## src/inc/dpwm_pkg.sv

```systemverilog
`default_nettype none
package dpwm_pkg;
  // ----------------------------------------------------------------
  // Register map (byte addresses)
  // ----------------------------------------------------------------
  localparam int unsigned ADDR_W        = 8;
  localparam logic [7:0]  OFF_CTRL      = 8'h00;
  localparam logic [7:0]  OFF_PERIOD_A  = 8'h04;
  localparam logic [7:0]  OFF_PERIOD_B  = 8'h08;
  localparam logic [7:0]  OFF_TIMER_A   = 8'h0c;
  localparam logic [7:0]  OFF_TIMER_B   = 8'h10;
  localparam logic [7:0]  OFF_A_DUTY_HI = 8'h14;
  localparam logic [7:0]  OFF_A_DUTY_LO = 8'h18;
  localparam logic [7:0]  OFF_B_DUTY_HI = 8'h1c;
  localparam logic [7:0]  OFF_B_DUTY_LO = 8'h20;
  localparam logic [7:0]  OFF_INT_STAT  = 8'h24;
  localparam logic [7:0]  OFF_INT_MASK  = 8'h28;
  localparam logic [7:0]  OFF_STATUS    = 8'h2c;
  // ----------------------------------------------------------------
  // Field positions
  // ----------------------------------------------------------------
  localparam int unsigned CTRL_EN_A_BIT = 0;
  localparam int unsigned CTRL_EN_B_BIT = 1;
  localparam int unsigned DLO_SEL_BIT   = 5;
  localparam int unsigned DLO_MSB       = 7;
  localparam int unsigned DLO_LSB       = 6;
  localparam int unsigned EVT_A_BIT     = 0;
  localparam int unsigned EVT_B_BIT     = 1;
  // ----------------------------------------------------------------
  // Reset values and counts
  // ----------------------------------------------------------------
  localparam logic [1:0]  RST_CTRL      = 2'h0;
  localparam logic [7:0]  RST_PERIOD    = 8'hff;
  localparam logic [1:0]  RST_MASK      = 2'h0;
  localparam logic [1:0]  Q_LAST        = 2'h3;
  localparam logic [1:0]  RESP_OKAY     = 2'h0;
  localparam logic [1:0]  RESP_SLVERR   = 2'h2;
  // ----------------------------------------------------------------
  // Carriers
  // ----------------------------------------------------------------
  typedef struct packed {
    logic [7:0] high;
    logic [1:0] low;
  } dpwm_duty_s;
  typedef struct packed {
    logic [7:0] count;
    logic [1:0] phase;
  } dpwm_tick_s;
endpackage : dpwm_pkg
`default_nettype wire

```

## src/rtl/dpwm_timebase.sv

```systemverilog
`timescale 1ns/1ps
`default_nettype none
module dpwm_timebase (
  input  wire logic              core_clk,
  input  wire logic              sys_rst,
  input  wire logic              enable,
  input  wire logic [7:0]        period,
  output var  dpwm_pkg::dpwm_tick_s tick,
  output var  logic              wrap
);
  // ----------------------------------------------------------------
  // Q-clock phase and 8-bit count, self-contained
  // ----------------------------------------------------------------
  // No carry output: the two timers can never be joined into one 16-bit timer
  logic rollover;
  assign rollover = enable && (tick.phase == dpwm_pkg::Q_LAST) && (tick.count == period);

  always_ff @(posedge core_clk) begin
    if (sys_rst) begin
      tick <= '0;
    end else if (rollover) begin
      tick <= '0;
    end else if (enable) begin
      if (tick.phase == dpwm_pkg::Q_LAST) begin
        tick.count <= tick.count + 8'h01;
      end
      tick.phase <= tick.phase + 2'h1;
    end
  end

  // One-cycle marker of the first Q-clock of a new period
  always_ff @(posedge core_clk) begin
    if (sys_rst) begin
      wrap <= 1'b0;
    end else begin
      wrap <= rollover;
    end
  end
endmodule : dpwm_timebase
`default_nettype wire

```

## src/rtl/dpwm_channel.sv

```systemverilog
`timescale 1ns/1ps
`default_nettype none
module dpwm_channel (
  input  wire logic                 core_clk,
  input  wire logic                 sys_rst,
  input  wire logic                 wrHigh,
  input  wire logic                 wrLow,
  input  wire logic [7:0]           wrData,
  input  wire dpwm_pkg::dpwm_tick_s tick,
  input  wire logic                 wrap,
  output var  dpwm_pkg::dpwm_duty_s slave,
  output var  logic                 pulse
);
  dpwm_pkg::dpwm_duty_s master_r;

  // ----------------------------------------------------------------
  // Master latches take software writes
  // ----------------------------------------------------------------
  always_ff @(posedge core_clk) begin
    if (sys_rst) begin
      master_r <= '0;
    end else begin
      if (wrHigh) begin
        master_r.high <= wrData;
      end
      if (wrLow) begin
        master_r.low <= wrData[dpwm_pkg::DLO_MSB:dpwm_pkg::DLO_LSB];
      end
    end
  end

  // Slave only moves at a period start, so a period never sees a torn value
  always_ff @(posedge core_clk) begin
    if (sys_rst) begin
      slave <= '0;
    end else if (wrap) begin
      slave <= master_r;
    end
  end

  // ----------------------------------------------------------------
  // High while 10-bit position is below duty, one Tosc per step
  // ----------------------------------------------------------------
  always_ff @(posedge core_clk) begin
    if (sys_rst) begin
      pulse <= 1'b0;
    end else if (wrap) begin
      pulse <= (master_r != '0);
    end else begin
      pulse <= ({tick.count, tick.phase} < {slave.high, slave.low});
    end
  end
endmodule : dpwm_channel
`default_nettype wire

```

## src/rtl/dpwm_top.sv

```systemverilog
`timescale 1ns/1ps
`default_nettype none
// Overview of operation
// - Output A period is (period A plus one) times four oscillator periods.
// - Output B uses timer A when select bit 5 clear, else timer B.
// - Timers A and B are never chained into one 16-bit timer.
// - Duty is 10 bits: high register above, low register bits 7:6 below.
// - Output stays high for duty value oscillator periods from period start.
// - Duty zero keeps the output low for the whole period.
// - Period equal to duty high leaves one to four low oscillator periods.
// - Full duty only when duty high exceeds selected period.
// - Writes fill master latches; rollover copies to slave and forces high unless master duty is zero.
// - Duty register reads return slave latches.
// - Resolution is log2 of oscillator over output frequency; 10 bits at 0xff.
// - Timer equal to period clears to zero, flags event, starts period.
module dpwm_top #(
  parameter int unsigned ADDR_W = dpwm_pkg::ADDR_W
) (
  input  wire logic              core_clk,
  input  wire logic              sys_rst,
  input  wire logic [ADDR_W-1:0] awaddr,
  input  wire logic              awvalid,
  output var  logic              awready,
  input  wire logic [31:0]       wdata,
  input  wire logic [3:0]        wstrb,
  input  wire logic              wvalid,
  output var  logic              wready,
  output var  logic [1:0]        bresp,
  output var  logic              bvalid,
  input  wire logic              bready,
  input  wire logic [ADDR_W-1:0] araddr,
  input  wire logic              arvalid,
  output var  logic              arready,
  output var  logic [31:0]       rdata,
  output var  logic [1:0]        rresp,
  output var  logic              rvalid,
  input  wire logic              rready,
  output var  logic              pulseOutA,
  output var  logic              pulseOutB,
  output var  logic              irq
);
  // ----------------------------------------------------------------
  // Declarations
  // ----------------------------------------------------------------
  logic [ADDR_W-1:0]    awAddr_r;
  logic                 awHeld_r;
  logic [7:0]           wData_r;
  logic                 wLane0_r;
  logic                 wHeld_r;
  logic                 awTake;
  logic                 wTake;
  logic                 doWrite;
  logic                 awHeld_nxt;
  logic                 wHeld_nxt;
  logic                 bvalid_nxt;
  logic                 arTake;
  logic                 rvalid_nxt;
  logic                 wrHit;
  logic [1:0]           ctrl_r;
  logic [7:0]           periodA_r;
  logic [7:0]           periodB_r;
  logic                 outBSel_r;
  logic [1:0]           intStat_r;
  logic [1:0]           intMask_r;
  logic [1:0]           intSet;
  logic [1:0]           intClr;
  logic                 wrAHigh;
  logic                 wrALow;
  logic                 wrBHigh;
  logic                 wrBLow;
  dpwm_pkg::dpwm_tick_s tickA;
  dpwm_pkg::dpwm_tick_s tickB;
  logic                 wrapA;
  logic                 wrapB;
  dpwm_pkg::dpwm_tick_s tickSelB;
  logic                 wrapSelB;
  dpwm_pkg::dpwm_duty_s slaveA;
  dpwm_pkg::dpwm_duty_s slaveB;
  logic [31:0]          rdMux;
  logic                 rdHit;

  // Word-aligned compare; byte offset bits are ignored
  function automatic logic isReg(input logic [ADDR_W-1:0] addr, input logic [7:0] off);
    isReg = ({addr[ADDR_W-1:2], 2'b00} == off);
  endfunction : isReg

  // ----------------------------------------------------------------
  // Write address and data channels, taken in either order
  // ----------------------------------------------------------------
  assign awTake  = awvalid && awready;
  assign wTake   = wvalid && wready;
  assign doWrite = awHeld_r && wHeld_r && !bvalid;

  always_comb begin
    awHeld_nxt = (awHeld_r || awTake) && !doWrite;
    wHeld_nxt  = (wHeld_r || wTake) && !doWrite;
    bvalid_nxt = doWrite || (bvalid && !bready);
  end

  always_ff @(posedge core_clk) begin
    if (sys_rst) begin
      awAddr_r <= '0;
      awHeld_r <= 1'b0;
      awready  <= 1'b0;
    end else begin
      if (awTake) begin
        awAddr_r <= awaddr;
      end
      awHeld_r <= awHeld_nxt;
      awready  <= !awHeld_nxt && !bvalid_nxt;
    end
  end

  always_ff @(posedge core_clk) begin
    if (sys_rst) begin
      wData_r  <= '0;
      wLane0_r <= 1'b0;
      wHeld_r  <= 1'b0;
      wready   <= 1'b0;
    end else begin
      if (wTake) begin
        wData_r  <= wdata[7:0];
        wLane0_r <= wstrb[0];
      end
      wHeld_r <= wHeld_nxt;
      wready  <= !wHeld_nxt && !bvalid_nxt;
    end
  end

  // ----------------------------------------------------------------
  // Write response
  // ----------------------------------------------------------------
  always_comb begin
    wrHit = isReg(awAddr_r, dpwm_pkg::OFF_CTRL) || isReg(awAddr_r, dpwm_pkg::OFF_PERIOD_A) ||
            isReg(awAddr_r, dpwm_pkg::OFF_PERIOD_B) || isReg(awAddr_r, dpwm_pkg::OFF_TIMER_A) ||
            isReg(awAddr_r, dpwm_pkg::OFF_TIMER_B) || isReg(awAddr_r, dpwm_pkg::OFF_A_DUTY_HI) ||
            isReg(awAddr_r, dpwm_pkg::OFF_A_DUTY_LO) || isReg(awAddr_r, dpwm_pkg::OFF_B_DUTY_HI) ||
            isReg(awAddr_r, dpwm_pkg::OFF_B_DUTY_LO) || isReg(awAddr_r, dpwm_pkg::OFF_INT_STAT) ||
            isReg(awAddr_r, dpwm_pkg::OFF_INT_MASK) || isReg(awAddr_r, dpwm_pkg::OFF_STATUS);
  end

  always_ff @(posedge core_clk) begin
    if (sys_rst) begin
      bvalid <= 1'b0;
      bresp  <= dpwm_pkg::RESP_OKAY;
    end else begin
      bvalid <= bvalid_nxt;
      if (doWrite) begin
        bresp <= wrHit ? dpwm_pkg::RESP_OKAY : dpwm_pkg::RESP_SLVERR;
      end
    end
  end

  // ----------------------------------------------------------------
  // Control registers
  // ----------------------------------------------------------------
  // Only byte lane 0 carries data; other lanes are ignored
  always_ff @(posedge core_clk) begin
    if (sys_rst) begin
      ctrl_r    <= dpwm_pkg::RST_CTRL;
      periodA_r <= dpwm_pkg::RST_PERIOD;
      periodB_r <= dpwm_pkg::RST_PERIOD;
      intMask_r <= dpwm_pkg::RST_MASK;
    end else if (doWrite && wLane0_r) begin
      if (isReg(awAddr_r, dpwm_pkg::OFF_CTRL)) begin
        ctrl_r <= wData_r[1:0];
      end
      if (isReg(awAddr_r, dpwm_pkg::OFF_PERIOD_A)) begin
        periodA_r <= wData_r;
      end
      if (isReg(awAddr_r, dpwm_pkg::OFF_PERIOD_B)) begin
        periodB_r <= wData_r;
      end
      if (isReg(awAddr_r, dpwm_pkg::OFF_INT_MASK)) begin
        intMask_r <= wData_r[1:0];
      end
    end
  end

  // Select acts at once, not at rollover; switching mid-period may shorten it
  always_ff @(posedge core_clk) begin
    if (sys_rst) begin
      outBSel_r <= 1'b0;
    end else if (wrBLow) begin
      outBSel_r <= wData_r[dpwm_pkg::DLO_SEL_BIT];
    end
  end

  assign wrAHigh = doWrite && wLane0_r && isReg(awAddr_r, dpwm_pkg::OFF_A_DUTY_HI);
  assign wrALow  = doWrite && wLane0_r && isReg(awAddr_r, dpwm_pkg::OFF_A_DUTY_LO);
  assign wrBHigh = doWrite && wLane0_r && isReg(awAddr_r, dpwm_pkg::OFF_B_DUTY_HI);
  assign wrBLow  = doWrite && wLane0_r && isReg(awAddr_r, dpwm_pkg::OFF_B_DUTY_LO);

  // ----------------------------------------------------------------
  // Timebases
  // ----------------------------------------------------------------
  dpwm_timebase uTimerA (
    .core_clk (core_clk),
    .sys_rst  (sys_rst),
    .enable   (ctrl_r[dpwm_pkg::CTRL_EN_A_BIT]),
    .period   (periodA_r),
    .tick     (tickA),
    .wrap     (wrapA)
  );

  dpwm_timebase uTimerB (
    .core_clk (core_clk),
    .sys_rst  (sys_rst),
    .enable   (ctrl_r[dpwm_pkg::CTRL_EN_B_BIT]),
    .period   (periodB_r),
    .tick     (tickB),
    .wrap     (wrapB)
  );

  always_comb begin
    tickSelB = outBSel_r ? tickB : tickA;
    wrapSelB = outBSel_r ? wrapB : wrapA;
  end

  // ----------------------------------------------------------------
  // Pulse channels
  // ----------------------------------------------------------------
  dpwm_channel uChanA (
    .core_clk (core_clk),
    .sys_rst  (sys_rst),
    .wrHigh   (wrAHigh),
    .wrLow    (wrALow),
    .wrData   (wData_r),
    .tick     (tickA),
    .wrap     (wrapA),
    .slave    (slaveA),
    .pulse    (pulseOutA)
  );

  dpwm_channel uChanB (
    .core_clk (core_clk),
    .sys_rst  (sys_rst),
    .wrHigh   (wrBHigh),
    .wrLow    (wrBLow),
    .wrData   (wData_r),
    .tick     (tickSelB),
    .wrap     (wrapSelB),
    .slave    (slaveB),
    .pulse    (pulseOutB)
  );

  // ----------------------------------------------------------------
  // Interrupts
  // ----------------------------------------------------------------
  always_comb begin
    intSet = '0;
    intSet[dpwm_pkg::EVT_A_BIT] = wrapA;
    intSet[dpwm_pkg::EVT_B_BIT] = wrapB;
    intClr = '0;
    if (doWrite && wLane0_r && isReg(awAddr_r, dpwm_pkg::OFF_INT_STAT)) begin
      intClr = wData_r[1:0];
    end
  end

  // A new event in the clearing cycle survives
  always_ff @(posedge core_clk) begin
    if (sys_rst) begin
      intStat_r <= '0;
    end else begin
      intStat_r <= (intStat_r & ~intClr) | intSet;
    end
  end

  always_ff @(posedge core_clk) begin
    if (sys_rst) begin
      irq <= 1'b0;
    end else begin
      irq <= |(intStat_r & intMask_r);
    end
  end

  // ----------------------------------------------------------------
  // Read channel
  // ----------------------------------------------------------------
  always_comb begin
    rdMux = '0;
    rdHit = 1'b1;
    if (isReg(araddr, dpwm_pkg::OFF_CTRL)) begin
      rdMux[1:0] = ctrl_r;
    end else if (isReg(araddr, dpwm_pkg::OFF_PERIOD_A)) begin
      rdMux[7:0] = periodA_r;
    end else if (isReg(araddr, dpwm_pkg::OFF_PERIOD_B)) begin
      rdMux[7:0] = periodB_r;
    end else if (isReg(araddr, dpwm_pkg::OFF_TIMER_A)) begin
      rdMux[7:0] = tickA.count;
    end else if (isReg(araddr, dpwm_pkg::OFF_TIMER_B)) begin
      rdMux[7:0] = tickB.count;
    end else if (isReg(araddr, dpwm_pkg::OFF_A_DUTY_HI)) begin
      rdMux[7:0] = slaveA.high;
    end else if (isReg(araddr, dpwm_pkg::OFF_A_DUTY_LO)) begin
      rdMux[dpwm_pkg::DLO_MSB:dpwm_pkg::DLO_LSB] = slaveA.low;
    end else if (isReg(araddr, dpwm_pkg::OFF_B_DUTY_HI)) begin
      rdMux[7:0] = slaveB.high;
    end else if (isReg(araddr, dpwm_pkg::OFF_B_DUTY_LO)) begin
      rdMux[dpwm_pkg::DLO_MSB:dpwm_pkg::DLO_LSB] = slaveB.low;
      rdMux[dpwm_pkg::DLO_SEL_BIT] = outBSel_r;
    end else if (isReg(araddr, dpwm_pkg::OFF_INT_STAT)) begin
      rdMux[1:0] = intStat_r;
    end else if (isReg(araddr, dpwm_pkg::OFF_INT_MASK)) begin
      rdMux[1:0] = intMask_r;
    end else if (isReg(araddr, dpwm_pkg::OFF_STATUS)) begin
      rdMux[1:0] = {pulseOutB, pulseOutA};
    end else begin
      rdHit = 1'b0;
    end
  end

  assign arTake     = arvalid && arready;
  assign rvalid_nxt = arTake || (rvalid && !rready);

  always_ff @(posedge core_clk) begin
    if (sys_rst) begin
      arready <= 1'b0;
      rvalid  <= 1'b0;
      rdata   <= '0;
      rresp   <= dpwm_pkg::RESP_OKAY;
    end else begin
      arready <= !rvalid_nxt;
      rvalid  <= rvalid_nxt;
      if (arTake) begin
        rdata <= rdMux;
        rresp <= rdHit ? dpwm_pkg::RESP_OKAY : dpwm_pkg::RESP_SLVERR;
      end
    end
  end
endmodule : dpwm_top
`default_nettype wire

```

## config.mk

```make
export PLATFORM = sky130hd
export DESIGN_NAME = dpwm_top
export DESIGN_NICKNAME = d
export VERILOG_FILES = /design/src/inc/dpwm_pkg.sv /design/src/rtl/dpwm_timebase.sv /design/src/rtl/dpwm_channel.sv /design/src/rtl/dpwm_top.sv
export SDC_FILE = /design/constraint.sdc
export NUM_CORES = 1
export LEC_CHECK = 0
export BUFFER_PORTS_ARGS = -buffer_cell sky130_fd_sc_hd__buf_4
export CAP_MARGIN = 5
export CORE_UTILIZATION = 37
export CTS_BUF_LIST = sky130_fd_sc_hd__clkbuf_16
export DETAILED_ROUTE_END_ITERATION = 8
export PLACE_DENSITY = 0.55
export SKIP_CTS_REPAIR_TIMING = 1
export SLEW_MARGIN = 20
export SYNTH_ARGS = -nofsm -noshare
export SYNTH_HDL_FRONTEND = slang
export SYNTH_SLANG_ARGS = --single-unit
```

## constraint.sdc

```tcl
create_clock -name core_clk -period 3.6 [get_ports core_clk]
set_clock_uncertainty 0.05 [all_clocks]
set_input_delay 0.72 -clock core_clk [delete_from_list [all_inputs] [get_ports core_clk]]
set_output_delay 0.72 -clock core_clk [all_outputs]
set_load 0.03 [all_outputs]
```

==> results.cfg, run 1 <==
[status]
status = complete, no violations

[grt]
met3_usage_pct = 4.83
first_global_vias = 4962
antenna_found_initial = 0
grt_max_degree = 61
grt_overflow = 0
grt_util_met2_pct = 32.3
top_usage_layer = met2
grt_pass1_wl_mm = 27.4
track_usage_pct = 20.4
grtUsageMet1_pct = 26.9

[clock_tree]
clock-root-buffer = clkbuf_16
clkLatencyLatePin_ns = 0.42
htreeDepth = 4
clk_path_buf_depth = 2
cts_buffers = 17
cts.sinks = 120
cts_tree = built
clkTransAtPathRegs_ns = 0.05

[sta]
finalHoldWorstSlack_ns = 0.399
finalSetupTns_ns = 0
fin_crit_ns = 2.50
hold_violations = 0
slew_headroom_pct = 40.6
worstMarginPinSlew_ns = 0.888
slew_violations = 0
rsz0062_at_grt = no
final-setup-viol-count = 0
timing.final.crit_share_pct = 69.5
fmax_ghz = 0.400

[critical_path]
critPathLaunchType = register
worstPathMaxFanout = 17
critPathArrivalTime_ns = 2.78
worstSetupPathType = register to register
slowest_delay_ns = 0.78
path_cells = mux2_2, ha_1, or3b_2, o22ai_1, o21ai_0, a211oi_1
required_ns = 3.87
cp_slowest_cell = dfxtp_1
end_kind = register

[power]
power_density_mw_per_mm2 = 484
power.leakage_nw = 2.74
irDropWorstVdd_mv = 0.391

[detailed_routing]
vias = 5228
dr.first_iter.drc_count = 315
wl_mm = 17.2
wl_per_cell_um = 17.3
drc_errors = 0
firstDrtPassIters = 5
via_per_inst = 5.25
detail-route-antenna-nets = 0

[die]
initial_utilization_pct = 38.0
die_y_um = 133
rows = 47
die_w_um = 133
ioPinCount = 103
die_area_mm2 = 0.0176
core_mm2 = 0.0166

[synth]
syn_inst = 740
synth-edff-count = 0
synth_cell_types = 66
ys_seq_area_share_pct = 38.0
synth.area.top_cells = dfxtp_1, mux2i_1, nor2_1
yosys_most_used_dff = dfxtp_1
ys_seq_elements = 120
yosysWarnings = 0
syn_area_mm2 = 0.00632
synth_top_area_share_pct = 38.0
yosys.area.top_type = dfxtp_1
synthArstFlopShare_pct = 0
postSynthAreaPerCell_um2 = 8.54

[layout]
n_antenna_cell = 0
mostFrequentLayoutCell = dfxtp_1
drive_above_1_share_pct = 13.9
final_cell_mix = dfxtp_1, nor2_1, nand2_1
final_core_util_pct = 44.3
syn_to_final_growth_pct = 16.6
num-nets-final = 844

[placed_design]
io_buffers = 45
gp_congestion = 0.892
dp_hpwl_mm = 12.7

[hold_path]
min_path_type = register to register

[flow_run]
drv_cap = 0
[power by group]
| part | switching, mW | total, mW | internal (mW) |
|---|---|---|---|
| registers | 0.0274 | 1.37 | 1.35 |
| clock network | 0.614 | 1.97 | 1.36 |
| logic | 0.146 | 0.216 | 0.0698 |
| total | 0.787 | 3.56 | 2.77 |
[cell type report]
type / instances / area [µm²]
clock buffer: 17 / 425
clock inverter: 15 / 258
fill: 1695 / 9280
inverter: 34 / 128
multi-input combinational: 540 / 3500
sequential: 120 / 2400
tap: 220 / 275
timing repair buffer: 50 / 375
[final timing paths]
kind,startpoint,end,slack [ns],depth (start not counted)
worst max register to register,outBSel_r$_SDFFE_PP0P_,uChanB.pulse$_SDFF_PP0_,1.10,6
worst min register to register,uChanB.slave[4]$_SDFFE_PP0P_,uChanB.slave[4]$_SDFFE_PP0P_,0.40,2
worst max-delay path,outBSel_r$_SDFFE_PP0P_,uChanB.pulse$_SDFF_PP0_,1.10,6
worst min-delay path,uChanB.slave[4]$_SDFFE_PP0P_,uChanB.slave[4]$_SDFFE_PP0P_,0.40,2
[cell usage after synthesis (all sizes together) (3+ instances only)]
master	instances
nand3b	7
a221oi	5
buf	41
clkbuf	30
o21ai	12
nand2	69
nor3b	5
inv	34
or4	3
mux2	15
a31oi	3
and2	4
nor3	13
nor4b	4
nor2	95
o22ai	7
dfxtp	120
xor2	20
ha	22
a21oi	48
nor2b	7
xnor2	11
a211oi	9
a211o	10
nand4	10
a2111oi	6
nor4	12
or3b	4
nand3	17
nand2b	10
mux2i	53
[metrics by stage]
stage | setup WS (ns) | area (µm²) | power, mW | cells
after global placement | 1.18 | 6680 | 1.62 | 964
final | 1.10 | 7370 | 3.56 | 996
after CTS | 1.10 | 7370 | 3.60 | 996
after global routing | 0.920 | 7370 | 3.69 | 996
after floorplan | 1.26 | 6410 | 1.57 | 765
after detailed placement | 1.14 | 6680 | 1.62 | 964
[routing by layer]
metal | wire length [µm] | vias up
met2 | 7940 | 146
li1 | - | 2580
met1 | 8160 | 2478
met4 | 382 | 0
met5 | 0 | -
met3 | 736 | 24
[worst max-delay path: cells and delay by family (launching register included)]
kind,cells,cell delay [ns]
flip-flops,1,0.78
AND/OR/NAND/NOR,1,0.46
multiplexers,1,0.41
adder cells (fa/ha/maj),1,0.19
AO/OA/AOI/OAI,3,0.51
[cell families (layout without fill, tap and decap cells)]
kind of cell,count (synthesis),count (layout),synth area share (%)
buffers and inverters,105,116,7.98
and+or+nand+nor,271,271,21.4
AOI/OAI and AO/OA,122,122,12.8
muxes,68,68,11.1
adders and majority gates,22,22,4.36
DFF,120,120,38.0
other,1,26,0.0594
xor gates and xnor gates,31,31,4.30
[sequential cells by signal, indices dropped and copies added (netlist names), 2 cells and up]
signal           cells
uChanA.master_r     10
intMask_r            2
rdata                8
periodA_r            8
periodB_r            8
intStat_r            2
uTimerB.tick        10
ctrl_r               2
awAddr_r             6
wData_r              8
uTimerA.tick        10
uChanB.slave        10
uChanA.slave        10
uChanB.master_r     10
Note: power is estimated with default switching activity, not from simulation.
==> run 2: changes to the inputs <==
==> constraint.sdc (replaced) <==
create_clock -name core_clk -period 2.58 [get_ports core_clk]
set_clock_uncertainty 0.05 [all_clocks]
set_input_delay 0.516 -clock core_clk [delete_from_list [all_inputs] [get_ports core_clk]]
set_output_delay 0.516 -clock core_clk [all_outputs]
set_load 0.03 [all_outputs]
==> run 2 against run 1 <==
Net effect: non-clock buffer count rose by 8; sequential share of layout area is 0.42 points higher; register-to-register slack got worse by 0.83 ns; first-iteration DRC count up 37%; flip-flop and latch count did not move; via count grew 2.1%; core utilization fell by 0.56 points; power rose by 22%; cell count up 0.60%; clock-buffer cell count is the same; critical endpoint unchanged; largest cell class unchanged.
==> results.cfg, run 2 (synthesized netlist as in run 1, its figures left out) <==
[die]
rows = 47
die_y_um = 133
core_mm2 = 0.0166
initial_utilization_pct = 38.0
ioPinCount = 103
die_area_mm2 = 0.0176
die_w_um = 133

[critical_path]
worstPathMaxFanout = 13
cp_top_family = flip-flops
critPathArrivalTime_ns = 2.59
end_kind = register
path_cells = mux2_2, ha_1, or3b_2, o22ai_1, o21ai_0, a211oi_1
rr_endpoint = uChanB.pulse$_SDFF_PP0_
regToRegSetupSlack_ns = 0.26
required_ns = 2.86
cp.buffers_inverters = 0
r2r-start = outBSel_r$_SDFFE_PP0P_
critPathLaunchType = register
cp_slowest_cell = dfxtp_1
reg2regPathDepth = 6
worstSetupPathType = register to register
slowest_delay_ns = 0.64

[sta]
finalSetupTns_ns = 0
fmax_ghz = 0.432
hold_violations = 0
rsz0062_at_grt = no
timing.final.crit_share_pct = 89.8
fin_crit_ns = 2.32
slew_violations = 0
final-setup-viol-count = 0
slew_headroom_pct = 51.4
worstMarginPinSlew_ns = 0.724

[clock_tree]
cts_buffers = 17
htreeDepth = 4
cts_tree = built
clkLatencyLatePin_ns = 0.42
clock-root-buffer = clkbuf_16
clkTransAtPathRegs_ns = 0.05
clk_path_buf_depth = 2
cts.sinks = 120

[layout]
drive_above_1_share_pct = 14.5
final_area_mm2 = 0.00727
final_cell_mix = dfxtp_1, nor2_1, nand2_1
n_antenna_cell = 0
n_fill_cell = 1656
mostFrequentLayoutCell = dfxtp_1
num-nets-final = 852
final_core_util_pct = 43.7
syn_to_final_growth_pct = 15.2

[status]
status = complete, no violations

[grt]
first_global_vias = 5004
grt_max_degree = 115
antenna_found_initial = 0
grt_pass1_wl_mm = 27.1
grt_overflow = 0
track_usage_pct = 20.0

[hold_path]
holdPathEnd = wData_r[2]$_SDFFE_PP0P_
min_path_type = input pin to register
hold_depth = 3
hp-start = wdata[2]

[placed_design]
dpl_cell_area_mm2 = 0.00676
io_buffers = 45
dp_hpwl_mm = 12.6
gp_congestion = 0.912

[detailed_routing]
drc_errors = 0
vias = 5336
wl_per_cell_um = 17.1
wl_mm = 17.1
via_per_inst = 5.33
dr.first_iter.drc_count = 432
detail-route-antenna-nets = 0
firstDrtPassIters = 5

[power]
irDropWorstVdd_mv = 0.500
power_density_mw_per_mm2 = 596
power.leakage_nw = 2.72

[flow_run]
drv_cap = 0
run 2: report_power, final:
group / switching [mW] / internal [mW] / total (mW)
clock network: 0.829 / 1.28 / 2.11
logic: 0.203 / 0.101 / 0.304
registers: 0.0386 / 1.88 / 1.92
total: 1.07 / 3.26 / 4.33
run 2: worst min-delay path: cells and delay by family:
| family | cells | cell delay, ns |
|---|---|---|
| AOI/OAI and AO/OA | 1 | 0.05 |
| buffers and inverters | 1 | 0.10 |
| and+or+nand+nor | 1 | 0.05 |
run 2: cell type report:
class                           count  area, µm²  area share (%)
Tap cell                          220        275            3.78
Clock inverter                     13       91.3            1.26
Timing Repair Buffer               58        448            6.16
Clock buffer                       17        425            5.85
Inverter                           34        128            1.75
Sequential cell                   120       2400            33.0
Multi-Input combinational cell    540       3500            48.2
run 2: through the flow:
stage | setup slack [ns] | hold slack [ns] | std cells | total power [mW]
6_report | 0.264 | 0.295 | 1002 | 4.33
5_1_grt | 0.157 | 0.298 | 1002 | 4.49
4_1_cts | 0.290 | 0.282 | 1002 | 4.37
3_5_place_dp | 0.314 | 0.407 | 972 | 2.26
3_3_place_gp | 0.348 | 0.394 | 972 | 2.26
2_1_floorplan | 0.238 | 0.382 | 765 | 2.19
run 2: worst max-delay path by stage:
stage / start / endpoint / slack (ns) / cells after the start
after global routing: outBSel_r$_SDFFE_PP0P_ / uChanB.pulse$_SDFF_PP0_ / 0.16 / 6
after detailed placement: outBSel_r$_SDFFE_PP0P_ / uChanB.pulse$_SDFF_PP0_ / 0.31 / 6
after CTS: outBSel_r$_SDFFE_PP0P_ / uChanB.pulse$_SDFF_PP0_ / 0.29 / 6
after global placement: outBSel_r$_SDFFE_PP0P_ / uChanB.pulse$_SDFF_PP0_ / 0.35 / 6
final: outBSel_r$_SDFFE_PP0P_ / uChanB.pulse$_SDFF_PP0_ / 0.26 / 6
after floorplan: outBSel_r$_SDFFE_PP0P_ / uChanB.pulse$_SDFF_PP0_ / 0.24 / 8
run 2: routing by layer:
layer | vias to the layer above | track usage, % | part of all wire, %
li1 | 2600 | - | -
met1 | 2502 | 26.2 | 46
met2 | 201 | 31.8 | 46
met3 | 33 | 4.41 | 5.6
met4 | 0 | 8.11 | 2.7
met5 | - | 0 | 0
==> run 3: changes to the inputs <==
==> constraint.sdc (replaced) <==
create_clock -name core_clk -period 2.6 [get_ports core_clk]
set_clock_uncertainty 0.05 [all_clocks]
set_input_delay 0.52 -clock core_clk [delete_from_list [all_inputs] [get_ports core_clk]]
set_output_delay 0.52 -clock core_clk [all_outputs]
set_load 0.03 [all_outputs]
==> run 3 against run 2 <==
Net effect: global-route usage shrank 0.067 points; register-to-register slack better by 0.07 ns; hold slack got worse by 0.0029 ns; design area up 0.89%; die area unchanged; via count shrank 1.3%; routed wire length decreased by 0.84%; clock power grew 11%; combinational power hardly changed; setup slack better by 0.071 ns.
==> results.cfg, run 3 (synthesized netlist as in run 1, its figures left out) <==
[detailed_routing]
detail-route-antenna-nets = 0
dr.first_iter.drc_count = 422
firstDrtPassIters = 5
drc_errors = 0
wl_mm = 17.0
vias = 5267
wl_per_cell_um = 16.9
via_per_inst = 5.24

[layout]
n_antenna_cell = 0
num-nets-final = 853
n_fill_cell = 1653
final_core_util_pct = 44.1
final_cell_mix = dfxtp_1, nor2_1, nand2_1
drive_above_1_share_pct = 14.9
final_area_mm2 = 0.00734
mostFrequentLayoutCell = dfxtp_1
syn_to_final_growth_pct = 16.2
stdcell_count = 1005

[clock_tree]
clk_path_buf_depth = 2
clkLatencyLatePin_ns = 0.43
cts.sinks = 120
htreeDepth = 4
cts_tree = built
clkTransAtPathRegs_ns = 0.06
cts_buffers = 17
clock-root-buffer = clkbuf_16

[critical_path]
slowest_delay_ns = 0.61
rr_endpoint = uChanB.pulse$_SDFF_PP0_
r2r-start = outBSel_r$_SDFFE_PP0P_
regToRegSetupSlack_ns = 0.34
cp_slowest_cell = dfxtp_1
worstPathMaxFanout = 13
required_ns = 2.88
worstSetupPathType = register to register
reg2regPathDepth = 6
path_cells = mux2_2, ha_1, a21o_1, a2111oi_0, o21ai_0, a211oi_1
critPathArrivalTime_ns = 2.55
end_kind = register
critPathLaunchType = register

[hold_path]
hp-start = wdata[2]
min_path_type = input pin to register
holdPathEnd = wData_r[2]$_SDFFE_PP0P_
hold_depth = 3

[power]
power.leakage_nw = 2.75
irDropWorstVdd_mv = 0.426
power_mw = 4.55
power_density_mw_per_mm2 = 620

[die]
core_mm2 = 0.0166
initial_utilization_pct = 38.0
rows = 47
die_y_um = 133
die_area_mm2 = 0.0176
die_w_um = 133
ioPinCount = 103

[placed_design]
dpl_cell_area_mm2 = 0.00675
gp_congestion = 0.923
dp_cells = 973
io_buffers = 45
dp_hpwl_mm = 12.5
place_ws_ns = 0.351

[sta]
timing.final.crit_share_pct = 87.1
rsz0062_at_grt = no
finalHoldWorstSlack_ns = 0.292
fmax_ghz = 0.442
slew_violations = 0
finalSetupTns_ns = 0
worstMarginPinSlew_ns = 0.721
final-setup-viol-count = 0
slew_headroom_pct = 51.6
fin_ws_ns = 0.336
fin_crit_ns = 2.26
hold_violations = 0

[status]
status = complete, no violations

[grt]
grt_pass1_wl_mm = 26.7
grt_overflow = 0
track_usage_pct = 19.9
antenna_found_initial = 0
grt_max_degree = 55
first_global_vias = 4790

[flow_run]
drv_cap = 0
[run 3: cell count changes in the layout (fill, tap and decap cells not counted)]
| cell | before | now |
|---|---|---|
| buf_4 | 57 | 59 |
| bufinv_16 | 1 | 3 |
| clkinv_1 | 3 | 1 |
| clkinv_2 | 6 | 4 |
| clkinvlp_4 | 1 | 3 |
| buf_12 | 1 | 0 |
| inv_1 | 35 | 36 |
| inv_6 | 0 | 1 |
[run 3: area by class of cell]
| type | count | area (µm²) | area share (%) |
|---|---|---|---|
| clock buffer | 17 | 425 | 5.80 |
| tap | 220 | 275 | 3.75 |
| sequential | 120 | 2400 | 32.7 |
| timing repair buffer | 59 | 443 | 6.04 |
| clock inverter | 15 | 161 | 2.20 |
| inverter | 34 | 128 | 1.74 |
| multi-input combinational | 540 | 3500 | 47.7 |
[run 3: power by group]
group / leakage [nW] / switching, mW / internal (mW)
Combinational: 1.49 / 0.202 / 0.0986
Clock: 0.289 / 0.854 / 1.49
Sequential: 0.971 / 0.0386 / 1.87
[run 3: how the worst max path moves through the flow]
stage | start | end | cells past startpoint
final | outBSel_r$_SDFFE_PP0P_ | uChanB.pulse$_SDFF_PP0_ | 6
after global routing | outBSel_r$_SDFFE_PP0P_ | uChanB.pulse$_SDFF_PP0_ | 6
after CTS | outBSel_r$_SDFFE_PP0P_ | uChanB.pulse$_SDFF_PP0_ | 6
after detailed placement | outBSel_r$_SDFFE_PP0P_ | uChanB.pulse$_SDFF_PP0_ | 6
after global placement | outBSel_r$_SDFFE_PP0P_ | uChanB.pulse$_SDFF_PP0_ | 6
after floorplan | outBSel_r$_SDFFE_PP0P_ | uChanB.pulse$_SDFF_PP0_ | 8
[run 3: per-layer routing]
| metal | track usage (%) | routed length, µm |
|---|---|---|
| met5 | 0 | 0 |
| met4 | 10.2 | 549 |
| met3 | 4.37 | 768 |
| met2 | 31.1 | 7690 |
| met1 | 25.9 | 7960 |
[run 3: critical path: cells and delay by family (launching register included)]
| kind | cells | cell delay (ns) |
|---|---|---|
| AO/OA/AOI/OAI | 4 | 0.95 |
| adder cells (fa/ha/maj) | 1 | 0.18 |
| flip-flops | 1 | 0.61 |
| multiplexers | 1 | 0.39 |
